File: src/sacc_map.vh
`ifndef SACC_MAP_VH
`define SACC_MAP_VH

// Register offsets on the 3-bit register address
`define SACC_OFS_CTRL 3'h0
`define SACC_OFS_CFG 3'h1
`define SACC_OFS_MUX 3'h2
`define SACC_OFS_RESH 3'h3
`define SACC_OFS_RESL 3'h4
`define SACC_OFS_REP 3'h5
`define SACC_OFS_IEN 3'h6

// Control register fields
`define SACC_CTRL_DONE 7
`define SACC_CTRL_BUSY 6
`define SACC_CTRL_TM 5
`define SACC_CTRL_BURST 4
`define SACC_CTRL_MODE_HI 2
`define SACC_CTRL_MODE_LO 0

// Config register clock divide field
`define SACC_CFG_DIV_HI 7
`define SACC_CFG_DIV_LO 3

// Reset values
`define SACC_MODE_RST 3'h0
`define SACC_DIV_RST 5'h1F
`define SACC_CHAN_RST 5'h1F
`define SACC_REP_RST 3'h0

// Start mode codes
`define SACC_MODE_SW 3'h0
`define SACC_MODE_TMR0 3'h1
`define SACC_MODE_TMR1 3'h2
`define SACC_MODE_TMR2 3'h3
`define SACC_MODE_EXT 3'h4

// Internal channel codes; codes above GND select nothing
`define SACC_CH_TEMP 5'h10
`define SACC_CH_LDO 5'h11
`define SACC_CH_VDD 5'h12
`define SACC_CH_GND 5'h13

// Timing in conversion clock periods
`define SACC_TRACK_CLKS 3'h4
`define SACC_BURST_TRACK_CLKS 3'h1
`define SACC_PWRUP_CLKS 3'h2

`endif

File: src/sacc_conv_ctrl.v
// Summary of operation
// Five-bit channel code picks port pin, temp sensor, regulator, supply, ground or none.
// Conversion clock divides system clock, or the fast oscillator in burst.
// Divide ratio comes from the clock divide field of the config register.
// In software mode, writing one to the busy bit starts a conversion.
// In timer mode, the chosen timer overflow starts a conversion.
// In external mode, a rising edge on the start pin starts a conversion.
// Each finished set writes the result register and sets the done flag.
// Done flag raises the interrupt when enabled, else stays readable for polling.
// Busy bit reads one throughout conversion and clears itself on completion.
// Software polls the done flag, not the busy bit, to await completion.
// Completed result is readable as a high byte and low byte pair.
// Track mode clear, no burst: track except while converting; convert immediately.
// Track mode set, internal trigger: four conversion clocks of tracking first.
// Track mode set, external trigger: track while pin low, convert on rise.
// Burst powers up, converts and accumulates, then shuts down unaided.
// Sixteen-bit accumulator sums successive results.
// Software sets pins used as inputs to analog mode and crossbar skip.
// In burst one trigger launches repeat-count conversions: 1,4,8,16,32,64.
// Done flag sets only after repeat-count conversions are accumulated.
// In burst, triggers arriving before the burst ends are ignored.
// Start mode codes: 0 software, 1-3 timers 0-2, 4 external pin.
`timescale 1ns/1ps
`default_nettype none
`include "sacc_map.vh"

module sacc_conv_ctrl (
  // Clock and reset
  input wire clk,
  input wire nrst,
  // Register port
  input wire [2:0] regAddr,
  input wire [7:0] regWdata,
  input wire regWr,
  input wire regRd,
  output reg [7:0] regRdata,
  // Trigger and clock sources
  input wire extStartPin,
  input wire [2:0] timerOvf,
  input wire hfOsc,
  // Analog side
  input wire cmpIn,
  output wire [9:0] dacCode,
  output reg [15:0] pinSel,
  output reg tempSel,
  output reg ldoSel,
  output reg vddSel,
  output reg gndSel,
  output reg trackEn,
  output reg convPowerOn,
  // Interrupt request
  output reg convDoneIrq
);

  localparam [3:0] ST_IDLE = 4'b0001;
  localparam [3:0] ST_PWRUP = 4'b0010;
  localparam [3:0] ST_TRACK = 4'b0100;
  localparam [3:0] ST_CONV = 4'b1000;

  // Repeat code to conversion count
  function [6:0] repTarget;
    input [2:0] code;
    begin
      case (code)
        3'h1: repTarget = 7'h04;
        3'h2: repTarget = 7'h08;
        3'h3: repTarget = 7'h10;
        3'h4: repTarget = 7'h20;
        3'h5: repTarget = 7'h40;
        default: repTarget = 7'h01;
      endcase
    end
  endfunction

  reg [2:0] mode_q;
  reg tm_q;
  reg burst_q;
  reg done_q;
  reg ien_q;
  reg [4:0] div_q;
  reg [4:0] chan_q;
  reg [2:0] rep_q;
  reg [3:0] state_q;
  reg [3:0] state_d;
  reg [2:0] tickCnt_q;
  reg [2:0] tickCnt_d;
  reg [6:0] convCnt_q;
  reg [15:0] acc_q;
  reg [15:0] result_q;
  reg extSync0_q;
  reg extSync1_q;
  reg extPrev_q;
  reg hwStart;
  reg sarStart;
  reg trackEn_d;

  wire convTick;
  wire sarDone;
  wire [9:0] sarResult;
  wire wrCtrl;
  wire swStart;
  wire startReq;
  wire extRise;
  wire busy;
  wire lastConv;
  wire [2:0] trackLen;
  wire [15:0] newAcc;

  assign wrCtrl = regWr && (regAddr == `SACC_OFS_CTRL);
  assign swStart = wrCtrl && regWdata[`SACC_CTRL_BUSY] &&
    (regWdata[`SACC_CTRL_MODE_HI:`SACC_CTRL_MODE_LO] == `SACC_MODE_SW);
  assign extRise = extSync1_q & ~extPrev_q;
  assign startReq = swStart | hwStart;
  assign busy = (state_q != ST_IDLE);
  assign lastConv = ((convCnt_q + 7'h01) >= repTarget(rep_q));
  assign trackLen = tm_q ? `SACC_TRACK_CLKS : `SACC_BURST_TRACK_CLKS;
  assign newAcc = (convCnt_q == 7'h00) ? {6'h00, sarResult} :
    acc_q + {6'h00, sarResult};

  // Conversion clock: system clock or fast oscillator, divided by div_q + 1
  sacc_clk_div uClkDiv (
    .clk(clk),
    .nrst(nrst),
    .burstSel(burst_q),
    .hfOsc(hfOsc),
    .divVal(div_q),
    .tick(convTick)
  );

  sacc_sar_core uSar (
    .clk(clk),
    .nrst(nrst),
    .tick(convTick),
    .start(sarStart),
    .cmpIn(cmpIn),
    .dacCode(dacCode),
    .result(sarResult),
    .done(sarDone)
  );

  always @* begin
    case (mode_q)
      `SACC_MODE_TMR0: hwStart = timerOvf[0];
      `SACC_MODE_TMR1: hwStart = timerOvf[1];
      `SACC_MODE_TMR2: hwStart = timerOvf[2];
      `SACC_MODE_EXT: hwStart = extRise;
      default: hwStart = 1'b0;
    endcase
  end

  // Sequencer; triggers are taken only in idle, so a running burst ignores them
  always @* begin
    state_d = state_q;
    tickCnt_d = tickCnt_q;
    sarStart = 1'b0;
    case (state_q)
      ST_IDLE: begin
        if (startReq) begin
          tickCnt_d = 3'h0;
          if (burst_q) begin
            state_d = ST_PWRUP;
          end else if (tm_q && (mode_q != `SACC_MODE_EXT)) begin
            state_d = ST_TRACK;
          end else begin
            state_d = ST_CONV;
            sarStart = 1'b1;
          end
        end
      end
      ST_PWRUP: begin
        if (convTick) begin
          if (tickCnt_q == `SACC_PWRUP_CLKS - 3'h1) begin
            state_d = ST_TRACK;
            tickCnt_d = 3'h0;
          end else begin
            tickCnt_d = tickCnt_q + 3'h1;
          end
        end
      end
      ST_TRACK: begin
        if (convTick) begin
          if (tickCnt_q == trackLen - 3'h1) begin
            state_d = ST_CONV;
            sarStart = 1'b1;
          end else begin
            tickCnt_d = tickCnt_q + 3'h1;
          end
        end
      end
      ST_CONV: begin
        if (sarDone) begin
          tickCnt_d = 3'h0;
          if (burst_q && !lastConv) begin
            state_d = ST_TRACK;
          end else begin
            state_d = ST_IDLE;
          end
        end
      end
      default: begin
        state_d = ST_IDLE;
      end
    endcase
  end

  // Track switch of the analog front end
  always @* begin
    case (state_q)
      ST_IDLE: begin
        if (burst_q) begin
          trackEn_d = 1'b0;
        end else if (tm_q && (mode_q == `SACC_MODE_EXT)) begin
          trackEn_d = ~extSync1_q;
        end else begin
          trackEn_d = ~tm_q;
        end
      end
      ST_TRACK: trackEn_d = 1'b1;
      default: trackEn_d = 1'b0;
    endcase
  end

  always @(posedge clk or negedge nrst) begin
    if (!nrst) begin
      state_q <= ST_IDLE;
      tickCnt_q <= 3'h0;
      convCnt_q <= 7'h00;
      acc_q <= 16'h0000;
      result_q <= 16'h0000;
      extSync0_q <= 1'b0;
      extSync1_q <= 1'b0;
      extPrev_q <= 1'b0;
      trackEn <= 1'b0;
      convPowerOn <= 1'b0;
    end else begin
      state_q <= state_d;
      tickCnt_q <= tickCnt_d;
      extSync0_q <= extStartPin;
      extSync1_q <= extSync0_q;
      extPrev_q <= extSync1_q;
      trackEn <= trackEn_d;
      convPowerOn <= burst_q ? (state_d != ST_IDLE) : 1'b1;
      if (sarDone) begin
        acc_q <= newAcc;
        if (lastConv) begin
          result_q <= newAcc;
          convCnt_q <= 7'h00;
        end else begin
          convCnt_q <= convCnt_q + 7'h01;
        end
      end
    end
  end

  // Software registers and done flag; a hardware set wins over a clear
  always @(posedge clk or negedge nrst) begin
    if (!nrst) begin
      mode_q <= `SACC_MODE_RST;
      tm_q <= 1'b0;
      burst_q <= 1'b0;
      done_q <= 1'b0;
      ien_q <= 1'b0;
      div_q <= `SACC_DIV_RST;
      chan_q <= `SACC_CHAN_RST;
      rep_q <= `SACC_REP_RST;
      convDoneIrq <= 1'b0;
    end else begin
      if (wrCtrl) begin
        mode_q <= regWdata[`SACC_CTRL_MODE_HI:`SACC_CTRL_MODE_LO];
        tm_q <= regWdata[`SACC_CTRL_TM];
        burst_q <= regWdata[`SACC_CTRL_BURST];
      end
      if (regWr && (regAddr == `SACC_OFS_CFG)) begin
        div_q <= regWdata[`SACC_CFG_DIV_HI:`SACC_CFG_DIV_LO];
      end
      if (regWr && (regAddr == `SACC_OFS_MUX)) begin
        chan_q <= regWdata[4:0];
      end
      if (regWr && (regAddr == `SACC_OFS_REP)) begin
        rep_q <= regWdata[2:0];
      end
      if (regWr && (regAddr == `SACC_OFS_IEN)) begin
        ien_q <= regWdata[0];
      end
      if (sarDone && lastConv) begin
        done_q <= 1'b1;
      end else if (wrCtrl && !regWdata[`SACC_CTRL_DONE]) begin
        done_q <= 1'b0;
      end
      convDoneIrq <= ien_q & done_q;
    end
  end

  // Channel decode to analog switches
  always @(posedge clk or negedge nrst) begin
    if (!nrst) begin
      pinSel <= 16'h0000;
      tempSel <= 1'b0;
      ldoSel <= 1'b0;
      vddSel <= 1'b0;
      gndSel <= 1'b0;
    end else begin
      pinSel <= chan_q[4] ? 16'h0000 : (16'h0001 << chan_q[3:0]);
      tempSel <= (chan_q == `SACC_CH_TEMP);
      ldoSel <= (chan_q == `SACC_CH_LDO);
      vddSel <= (chan_q == `SACC_CH_VDD);
      gndSel <= (chan_q == `SACC_CH_GND);
    end
  end

  // Read data one cycle after the strobe; unmapped reads give zero
  always @(posedge clk or negedge nrst) begin
    if (!nrst) begin
      regRdata <= 8'h00;
    end else if (regRd) begin
      case (regAddr)
        `SACC_OFS_CTRL: regRdata <= {done_q, busy, tm_q, burst_q, 1'b0, mode_q};
        `SACC_OFS_CFG: regRdata <= {div_q, 3'h0};
        `SACC_OFS_MUX: regRdata <= {3'h0, chan_q};
        `SACC_OFS_RESH: regRdata <= result_q[15:8];
        `SACC_OFS_RESL: regRdata <= result_q[7:0];
        `SACC_OFS_REP: regRdata <= {5'h00, rep_q};
        `SACC_OFS_IEN: regRdata <= {7'h00, ien_q};
        default: regRdata <= 8'h00;
      endcase
    end else begin
      regRdata <= 8'h00;
    end
  end

endmodule // sacc_conv_ctrl
`default_nettype wire

File: src/sacc_clk_div.v
`timescale 1ns/1ps
`default_nettype none
`include "sacc_map.vh"

module sacc_clk_div (
  // Clock and reset
  input wire clk,
  input wire nrst,
  // Source and ratio
  input wire burstSel,
  input wire hfOsc,
  input wire [4:0] divVal,
  // Conversion clock tick
  output reg tick
);

  reg hfSync0_q;
  reg hfSync1_q;
  reg hfPrev_q;
  reg [4:0] cnt_q;
  wire srcPulse;

  // Burst counts oscillator edges, otherwise every system clock
  assign srcPulse = burstSel ? (hfSync1_q & ~hfPrev_q) : 1'b1;

  always @(posedge clk or negedge nrst) begin
    if (!nrst) begin
      hfSync0_q <= 1'b0;
      hfSync1_q <= 1'b0;
      hfPrev_q <= 1'b0;
      cnt_q <= 5'h00;
      tick <= 1'b0;
    end else begin
      hfSync0_q <= hfOsc;
      hfSync1_q <= hfSync0_q;
      hfPrev_q <= hfSync1_q;
      tick <= 1'b0;
      if (srcPulse) begin
        if (cnt_q >= divVal) begin
          cnt_q <= 5'h00;
          tick <= 1'b1;
        end else begin
          cnt_q <= cnt_q + 5'h01;
        end
      end
    end
  end

endmodule // sacc_clk_div
`default_nettype wire

File: src/sacc_sar_core.v
`timescale 1ns/1ps
`default_nettype none

module sacc_sar_core (
  // Clock and reset
  input wire clk,
  input wire nrst,
  // Control
  input wire tick,
  input wire start,
  // Analog comparator, high when input is at or above the trial code
  input wire cmpIn,
  // Results
  output reg [9:0] dacCode,
  output reg [9:0] result,
  output reg done
);

  reg cmpSync0_q;
  reg cmpSync1_q;
  reg busy_q;
  reg [3:0] bit_q;
  reg [1:0] settle_q;
  reg [9:0] trial;

  always @* begin
    trial = dacCode;
    if (!cmpSync1_q) begin
      trial[bit_q] = 1'b0;
    end
  end

  always @(posedge clk or negedge nrst) begin
    if (!nrst) begin
      cmpSync0_q <= 1'b0;
      cmpSync1_q <= 1'b0;
      busy_q <= 1'b0;
      bit_q <= 4'h0;
      settle_q <= 2'h0;
      dacCode <= 10'h000;
      result <= 10'h000;
      done <= 1'b0;
    end else begin
      cmpSync0_q <= cmpIn;
      cmpSync1_q <= cmpSync0_q;
      done <= 1'b0;
      // Count clocks since the trial code changed, so that the synchronised comparator has caught up
      if (settle_q != 2'h3) begin
        settle_q <= settle_q + 2'h1;
      end
      if (start) begin
        busy_q <= 1'b1;
        bit_q <= 4'h9;
        settle_q <= 2'h0;
        dacCode <= 10'h200;
      end else if (tick && busy_q && settle_q[1]) begin
        if (bit_q == 4'h0) begin
          result <= trial;
          dacCode <= trial;
          done <= 1'b1;
          busy_q <= 1'b0;
        end else begin
          dacCode <= trial | (10'h001 << (bit_q - 4'h1));
          bit_q <= bit_q - 4'h1;
          settle_q <= 2'h0;
        end
      end
    end
  end

endmodule // sacc_sar_core
`default_nettype wire

File: config.mk
export PLATFORM = sky130hd
export DESIGN_NAME = sacc_conv_ctrl
export DESIGN_NICKNAME = d
export VERILOG_FILES = /design/src/sacc_conv_ctrl.v /design/src/sacc_clk_div.v /design/src/sacc_sar_core.v
export VERILOG_INCLUDE_DIRS = /design/src
export SDC_FILE = /design/constraint.sdc
export NUM_CORES = 1
export LEC_CHECK = 0
export ABC_AREA = 1
export ABC_CLOCK_PERIOD_IN_PS = 3000
export BUFFER_PORTS_ARGS = -buffer_cell sky130_fd_sc_hd__buf_4
export CORE_AREA = 2 2 161 163
export DETAILED_ROUTE_END_ITERATION = 10
export DIE_AREA = 0 0 163 165
export GPL_TIMING_DRIVEN = 0
export PLACE_DENSITY_LB_ADDON = 0.3
export SLEW_MARGIN = 20
export SYNTH_ARGS = -nofsm -noshare
export SYNTH_HDL_FRONTEND = slang
export SYNTH_SLANG_ARGS = --single-unit
File: constraint.sdc
create_clock -name clk -period 3 [get_ports clk]
set_input_delay 0 -clock clk [delete_from_list [all_inputs] [get_ports clk]]
set_output_delay 0 -clock clk [all_outputs]
set_load 0.02 [all_outputs]
==> metrics, run 1 <==
status complete, no violations; Syn Area/Cell 7.99 um2; first-pass GRT wire length 31200 um; Num CTS Buffers 17; vias in the first global route 6214; Leakage Power 0.00464 uW; DR DRC count 0; Final Cycle Share 90.0%; Max Slew Vio Count 0; DR WL/cell 13.5 um; Critical Path End Type flip-flop; total wire length 18600 um; total power 7110 uW; Die X 163 um; Ports 62; chip height 165 um; number of H-tree levels 4; GRT Overall Usage 14.7%; CTS tree done; Worst Path Required 3.37 ns; WS Path Type reg -> reg; fmax 0.370 GHz; core area 25000 um2; die area 26900 um2; CP top delay family simple AND/OR/NAND/NOR gates; Syn Inst Count 930; actual slew at the worst max-slew pin 0.629 ns; worst vdd ir 0.000498 V; Hold Fails Final Rpt 0; Synth Cell Area 7430 um2; Worst slew margin 58.1%; pwr/cell area 781 nW/um2; Cell variety after synth 50; Crit-path slowest cell clkbuf_1; area delta synth->final 22.4%; CP Data Arrival Time 3.07 ns; max incr delay on CP 0.40 ns; CP cell instances ha_1, nand3_1, nor3_1, xor2_1, ha_1, a21o_1, nor2_1, nand2_1, nand2_1, clkbuf_1, nand2_1, nand2_1; crit path from convCnt_q[0]; CP Launch Type flip-flop; pre-CTS WS 0.297 ns; n_diodes 0; DRT Pass-1 Iters 5; sequential area share after synthesis 47.0%; initial core utilization 29.7%; crit path buf inv count 1; 1st-iter DRT viols 437; via count 6229; largest net degree at the start of global routing 95; CTS Sinks 139; GP Congestion 0.854; Congestion Overflow GR 0; Hold WS 0.0333 ns; FILL cells 2624; worst r2r src convCnt_q[0]; final non-filler cell total 1372; fin crit period 2.70 ns; vias per cell 4.54; Worst Hold Class in -> reg; dpl cells 1320; Mapped Nets 986; Yosys warning count 0; register bit total from synthesis 139; Clock Tree Buf Depth 2; final setup vio count 0; critical-path maximum fanout 10; Final nets 1085; Max Clock Skew 0.0153 ns; Final TNS setup 0 ns; initial antenna violation count 0; layout cell share with drive strength beyond 1 14.4%; RSZ-0062 raised after global routing false; Max-Cap Viols 0; Root Driver clkbuf_16; Clock Pin Slew Worst Setup and Hold Paths 0.06 ns; Routed Antenna Nets 0; PortBufs 59; Worst Hold Launch regAddr[1]; most frequent CP cell nand2_1; Final HPWL DP 13800 um; Clk Latency, worst-skew pair 0.44 ns; Final WS setup 0.300 ns; # rows 58
-- metrics by stage --
step           util, %  area [um2]
6_report          36.3        9100
5_1_grt           36.3        9100
4_1_cts           36.3        9100
3_5_place_dp      33.2        8320
3_3_place_gp      33.1        8290
2_1_floorplan        -        7430
-- report_power, final --
part           switching (uW)  leakage, uW  internal [uW]  total (uW)
Clock                     971     0.000277           1100        2080
Combinational            1550      0.00255            865        2420
Sequential                339      0.00181           2270        2610
-- cells in the final DEF, fill, tap and decap left out, drive strengths merged, types with 2 or more instances in the layout --
cell	instances
and2	2
a21o	2
clkinv	6
o22ai	5
ha	34
xnor2	3
nand4	18
nand2	283
clkinvlp	2
inv	119
o211ai	3
nor2	98
a21oi	25
dfrtp	128
o21ai	65
nand3b	5
buf	72
clkbuf	24
o2111ai	4
nand3	74
nor3	12
dlygate4sd3	20
xor2	8
a221oi	3
dfstp	11
a31oi	7
or2	2
-- synth_stat cells, drive strengths merged --
cell | n | area (um2)
nand2 | 283 | 1090
o21ai | 65 | 355
buf | 12 | 82.6
xor2 | 8 | 70.1
nand3 | 74 | 413
a22o | 1 | 8.76
nand3b | 5 | 37.5
clkinv | 2 | 8.75
xnor2 | 3 | 26.3
ha | 34 | 425
mux2i | 1 | 10.0
a21boi | 1 | 7.51
nor2 | 98 | 393
nor3b | 1 | 18.8
fa | 1 | 20.0
dfrtp | 128 | 3200
dfstp | 11 | 289
or2 | 2 | 12.5
o21a | 1 | 7.51
clkbuf | 7 | 26.3
nand4 | 18 | 113
o2111ai | 4 | 35.0
a21o | 2 | 15.0
o22ai | 5 | 31.3
a31o | 1 | 8.76
nor3 | 12 | 65.1
and2 | 2 | 12.5
inv | 110 | 413
o211ai | 3 | 27.5
a31oi | 7 | 43.8
a21oi | 25 | 129
a221oi | 3 | 26.3
-- logic make-up after synthesis --
logic type | synth area share [%]
buffers and inverters | 7.14
adders and majority gates | 6.00
xor gates and xnor gates | 1.30
AOI/OAI and AO/OA | 9.36
muxes | 0.135
and+or+nand+nor | 29.1
DFF | 47.0
-- worst reg2reg max path: cells and delay by family, from the launching register on --
family | cells | cell delay (ns)
XOR/XNOR | 1 | 0.24
adder cells (fa/ha/maj) | 2 | 0.48
buffers and inverters | 1 | 0.40
flip-flops | 1 | 0.39
AND/OR/NAND/NOR | 7 | 0.96
AO/OA/AOI/OAI | 1 | 0.18
-- state kept, by name, indices dropped and copies added, names as in the netlist, 2 cells and up --
register and cells:
pinSel 16, result_q 16, div_q 5, uSar.bit_q 4, chan_q 5, state_q 4, mode_q 3, uSar.settle_q 2
tickCnt_q 3, uSar.result 10, rep_q 3, acc_q 16, convCnt_q 7, uSar.dacCode 10, regRdata 8, uClkDiv.cnt_q 5
-- area by class of cell --
cell class / count / area (um2) / share of cell area, %
timing repair buffer: 80 / 678 / 7.45
buffer: 19 / 109 / 1.20
inverter: 112 / 422 / 4.63
tap: 330 / 413 / 4.54
clock buffer: 17 / 425 / 4.68
sequential: 139 / 3490 / 38.4
clock inverter: 15 / 151 / 1.66
multi-input combinational: 660 / 3410 / 37.5
-- metal layers --
layer	vias up	global-route usage (%)	part of all wire [%]
li1	3203	-	-
met1	2905	20.2	50
met2	99	23.2	45
met3	22	2.96	3.6
met4	0	4.75	1.3
met5	-	0	0
-- what timing repair did --
item                                    CTS  global route
buffers inserted                          0             0
hold endpoints to repair                157             0
resized for setup                         0             0
hold buffers                             20             0
endpoints found under the setup margin    0             0
-- final timing paths --
check | endpoint | slack (ns) | cells after the start
setup / recovery | result_q[11] | 0.30 | 12
hold / removal | regRdata[2] | 0.03 | 4
setup reg to reg | result_q[11] | 0.30 | 12
hold reg to reg | extSync1_q | 0.35 | 0
max in group asynchronous | state_q[0] | 2.15 | 3
min in group asynchronous | acc_q[9] | 0.06 | 2
Note: power is estimated with default switching activity, not from simulation.
==> run 2, diff against run 1 <==
Settings changed: BUFFER_PORTS_ARGS -buffer_cell sky130_fd_sc_hd__buf_4 to -buffer_cell sky130_fd_sc_hd__buf_2.
==> run 2 against run 1 <==
  * Total power down 0.73%
  * Utilization down 0.56 points
  * Via count up 1.3%
  * Sequential share of layout area up 0.61 points
  * Flip-flop and latch count unchanged
  * Wire length up 0.27%
  * Global-route usage down 0.13 points
  * First-iteration DRC count down 3.9%
  * Register-to-register slack worse by 0.02 ns
  * Critical path depth unchanged
  * Critical path type unchanged
  * Largest power group unchanged
==> metrics, run 2 (synthesized netlist as in run 1, its figures left out) <==
chip height 165 um; final non-filler cell total 1372; number of H-tree levels 4; first-pass GRT wire length 30900 um; Hold Fails Final Rpt 0; fin crit period 2.72 ns; final setup vio count 0; n_diodes 0; actual slew at the worst max-slew pin 0.588 ns; most frequent cells in the layout 276 x nand2_1, 128 x dfrtp_1, 106 x inv_1; Ports 62; Leakage Power 0.00462 uW; Max Slew Vio Count 0; total wire length 18600 um; worst vdd ir 0.000375 V; critical-path maximum fanout 10; DR WL/cell 13.6 um; Clk Latency, worst-skew pair 0.43 ns; Clock Pin Slew Worst Setup and Hold Paths 0.07 ns; Worst slew margin 60.8%; core area 25000 um2; WS Path Type reg -> reg; Clock Tree Buf Depth 2; largest net degree at the start of global routing 97; crit path from convCnt_q[0]; # rows 58; via count 6309; dpl cells 1320; pwr/cell area 788 nW/um2; Final nets 1085; largest registers acc_q: 16 flops, pinSel: 16 flops, result_q: 16 flops; Congestion Overflow GR 0; Routed Antenna Nets 0; Critical Path End Type flip-flop; vias per cell 4.60; Worst Hold Class in -> async; DR DRC count 0; GRT Overall Usage 14.5%; dpl cell area 8180 um2; Hold WS 0.0520 ns; vias in the first global route 6177; RSZ-0062 raised after global routing false; Final Cycle Share 90.7%; CTS Sinks 139; 1st-iter DRT viols 420; Worst Path Required 3.36 ns; Max Clock Skew 0.0108 ns; die area 26900 um2; fin area 8960 um2; Die X 163 um; initial core utilization 29.7%; most common library cell in the layout ignoring fill and taps nand2_1; worst r2r src convCnt_q[0]; DRT Pass-1 Iters 5; Post-CTS Resized 0; CP Launch Type flip-flop; Final HPWL DP 13600 um; CP Data Arrival Time 3.08 ns; Post-CTS Setup Bufs 0; layout cell share with drive strength beyond 1 14.4%; fmax 0.368 GHz; initial antenna violation count 0; Root Driver clkbuf_16; GP Congestion 0.837; Post-CTS Hold Fix Bufs 20; PortBufs 59; Max-Cap Viols 0; area delta synth->final 20.5%; total power 7050 uW; final core occ 35.8%; status complete, no violations; CTS tree done; Num CTS Buffers 17
## run 2: worst max-delay path, stage by stage, from the launching register on
cell and delay, ns:
dfrtp_1 0.40, ha_1 0.20, nand3_1 0.12, nor3_1 0.20
xor2_1 0.23, ha_1 0.28, a21o_1 0.18, nor2_1 0.10
nand2_1 0.14, nand2_1 0.20, clkbuf_1 0.41, nand2_1 0.10
nand2_1 0.10
## run 2: cell type report
class,count,area (um2)
plain buffers,19,109
clock buffers,17,425
clock inverters,15,155
fillers,2640,16100
inverters,112,422
multi-input cells,660,3410
flip-flops and latches,139,3490
well taps,330,413
repair buffers,80,533
## run 2: through the flow
stage          setup TNS, ns  worst slack (ns)
4_1_cts                    0             0.275
2_1_floorplan              0             0.763
5_1_grt                    0            0.0190
3_5_place_dp               0             0.289
3_3_place_gp          -25.08            -0.205
6_report                   0             0.280
## run 2: final timing paths
check	depth (start not counted)	end	slack, ns
min	2	acc_q[9]	0.05
min reg2reg	0	extSync1_q	0.35
max in group asynchronous	3	chan_q[4]	2.14
min in group clk	4	regRdata[1]	0.06
max	12	result_q[15]	0.28
max reg2reg	12	result_q[15]	0.28
## run 2: where the power goes
group | leakage [uW] | internal (uW) | total, uW | switching (uW)
Combinational | 0.00253 | 807 | 2360 | 1550
Sequential | 0.00181 | 2270 | 2610 | 331
Clock | 0.000278 | 1170 | 2090 | 918
## run 2: routing by layer
metal	global-route usage (%)	vias to the layer above	wire, um	share of wire, %
li1	-	3217	-	-
met1	19.8	2945	9090	49
met2	23.5	124	8540	46
met3	2.74	23	712	3.8
met4	4.59	0	275	1.5
met5	0	-	0	0
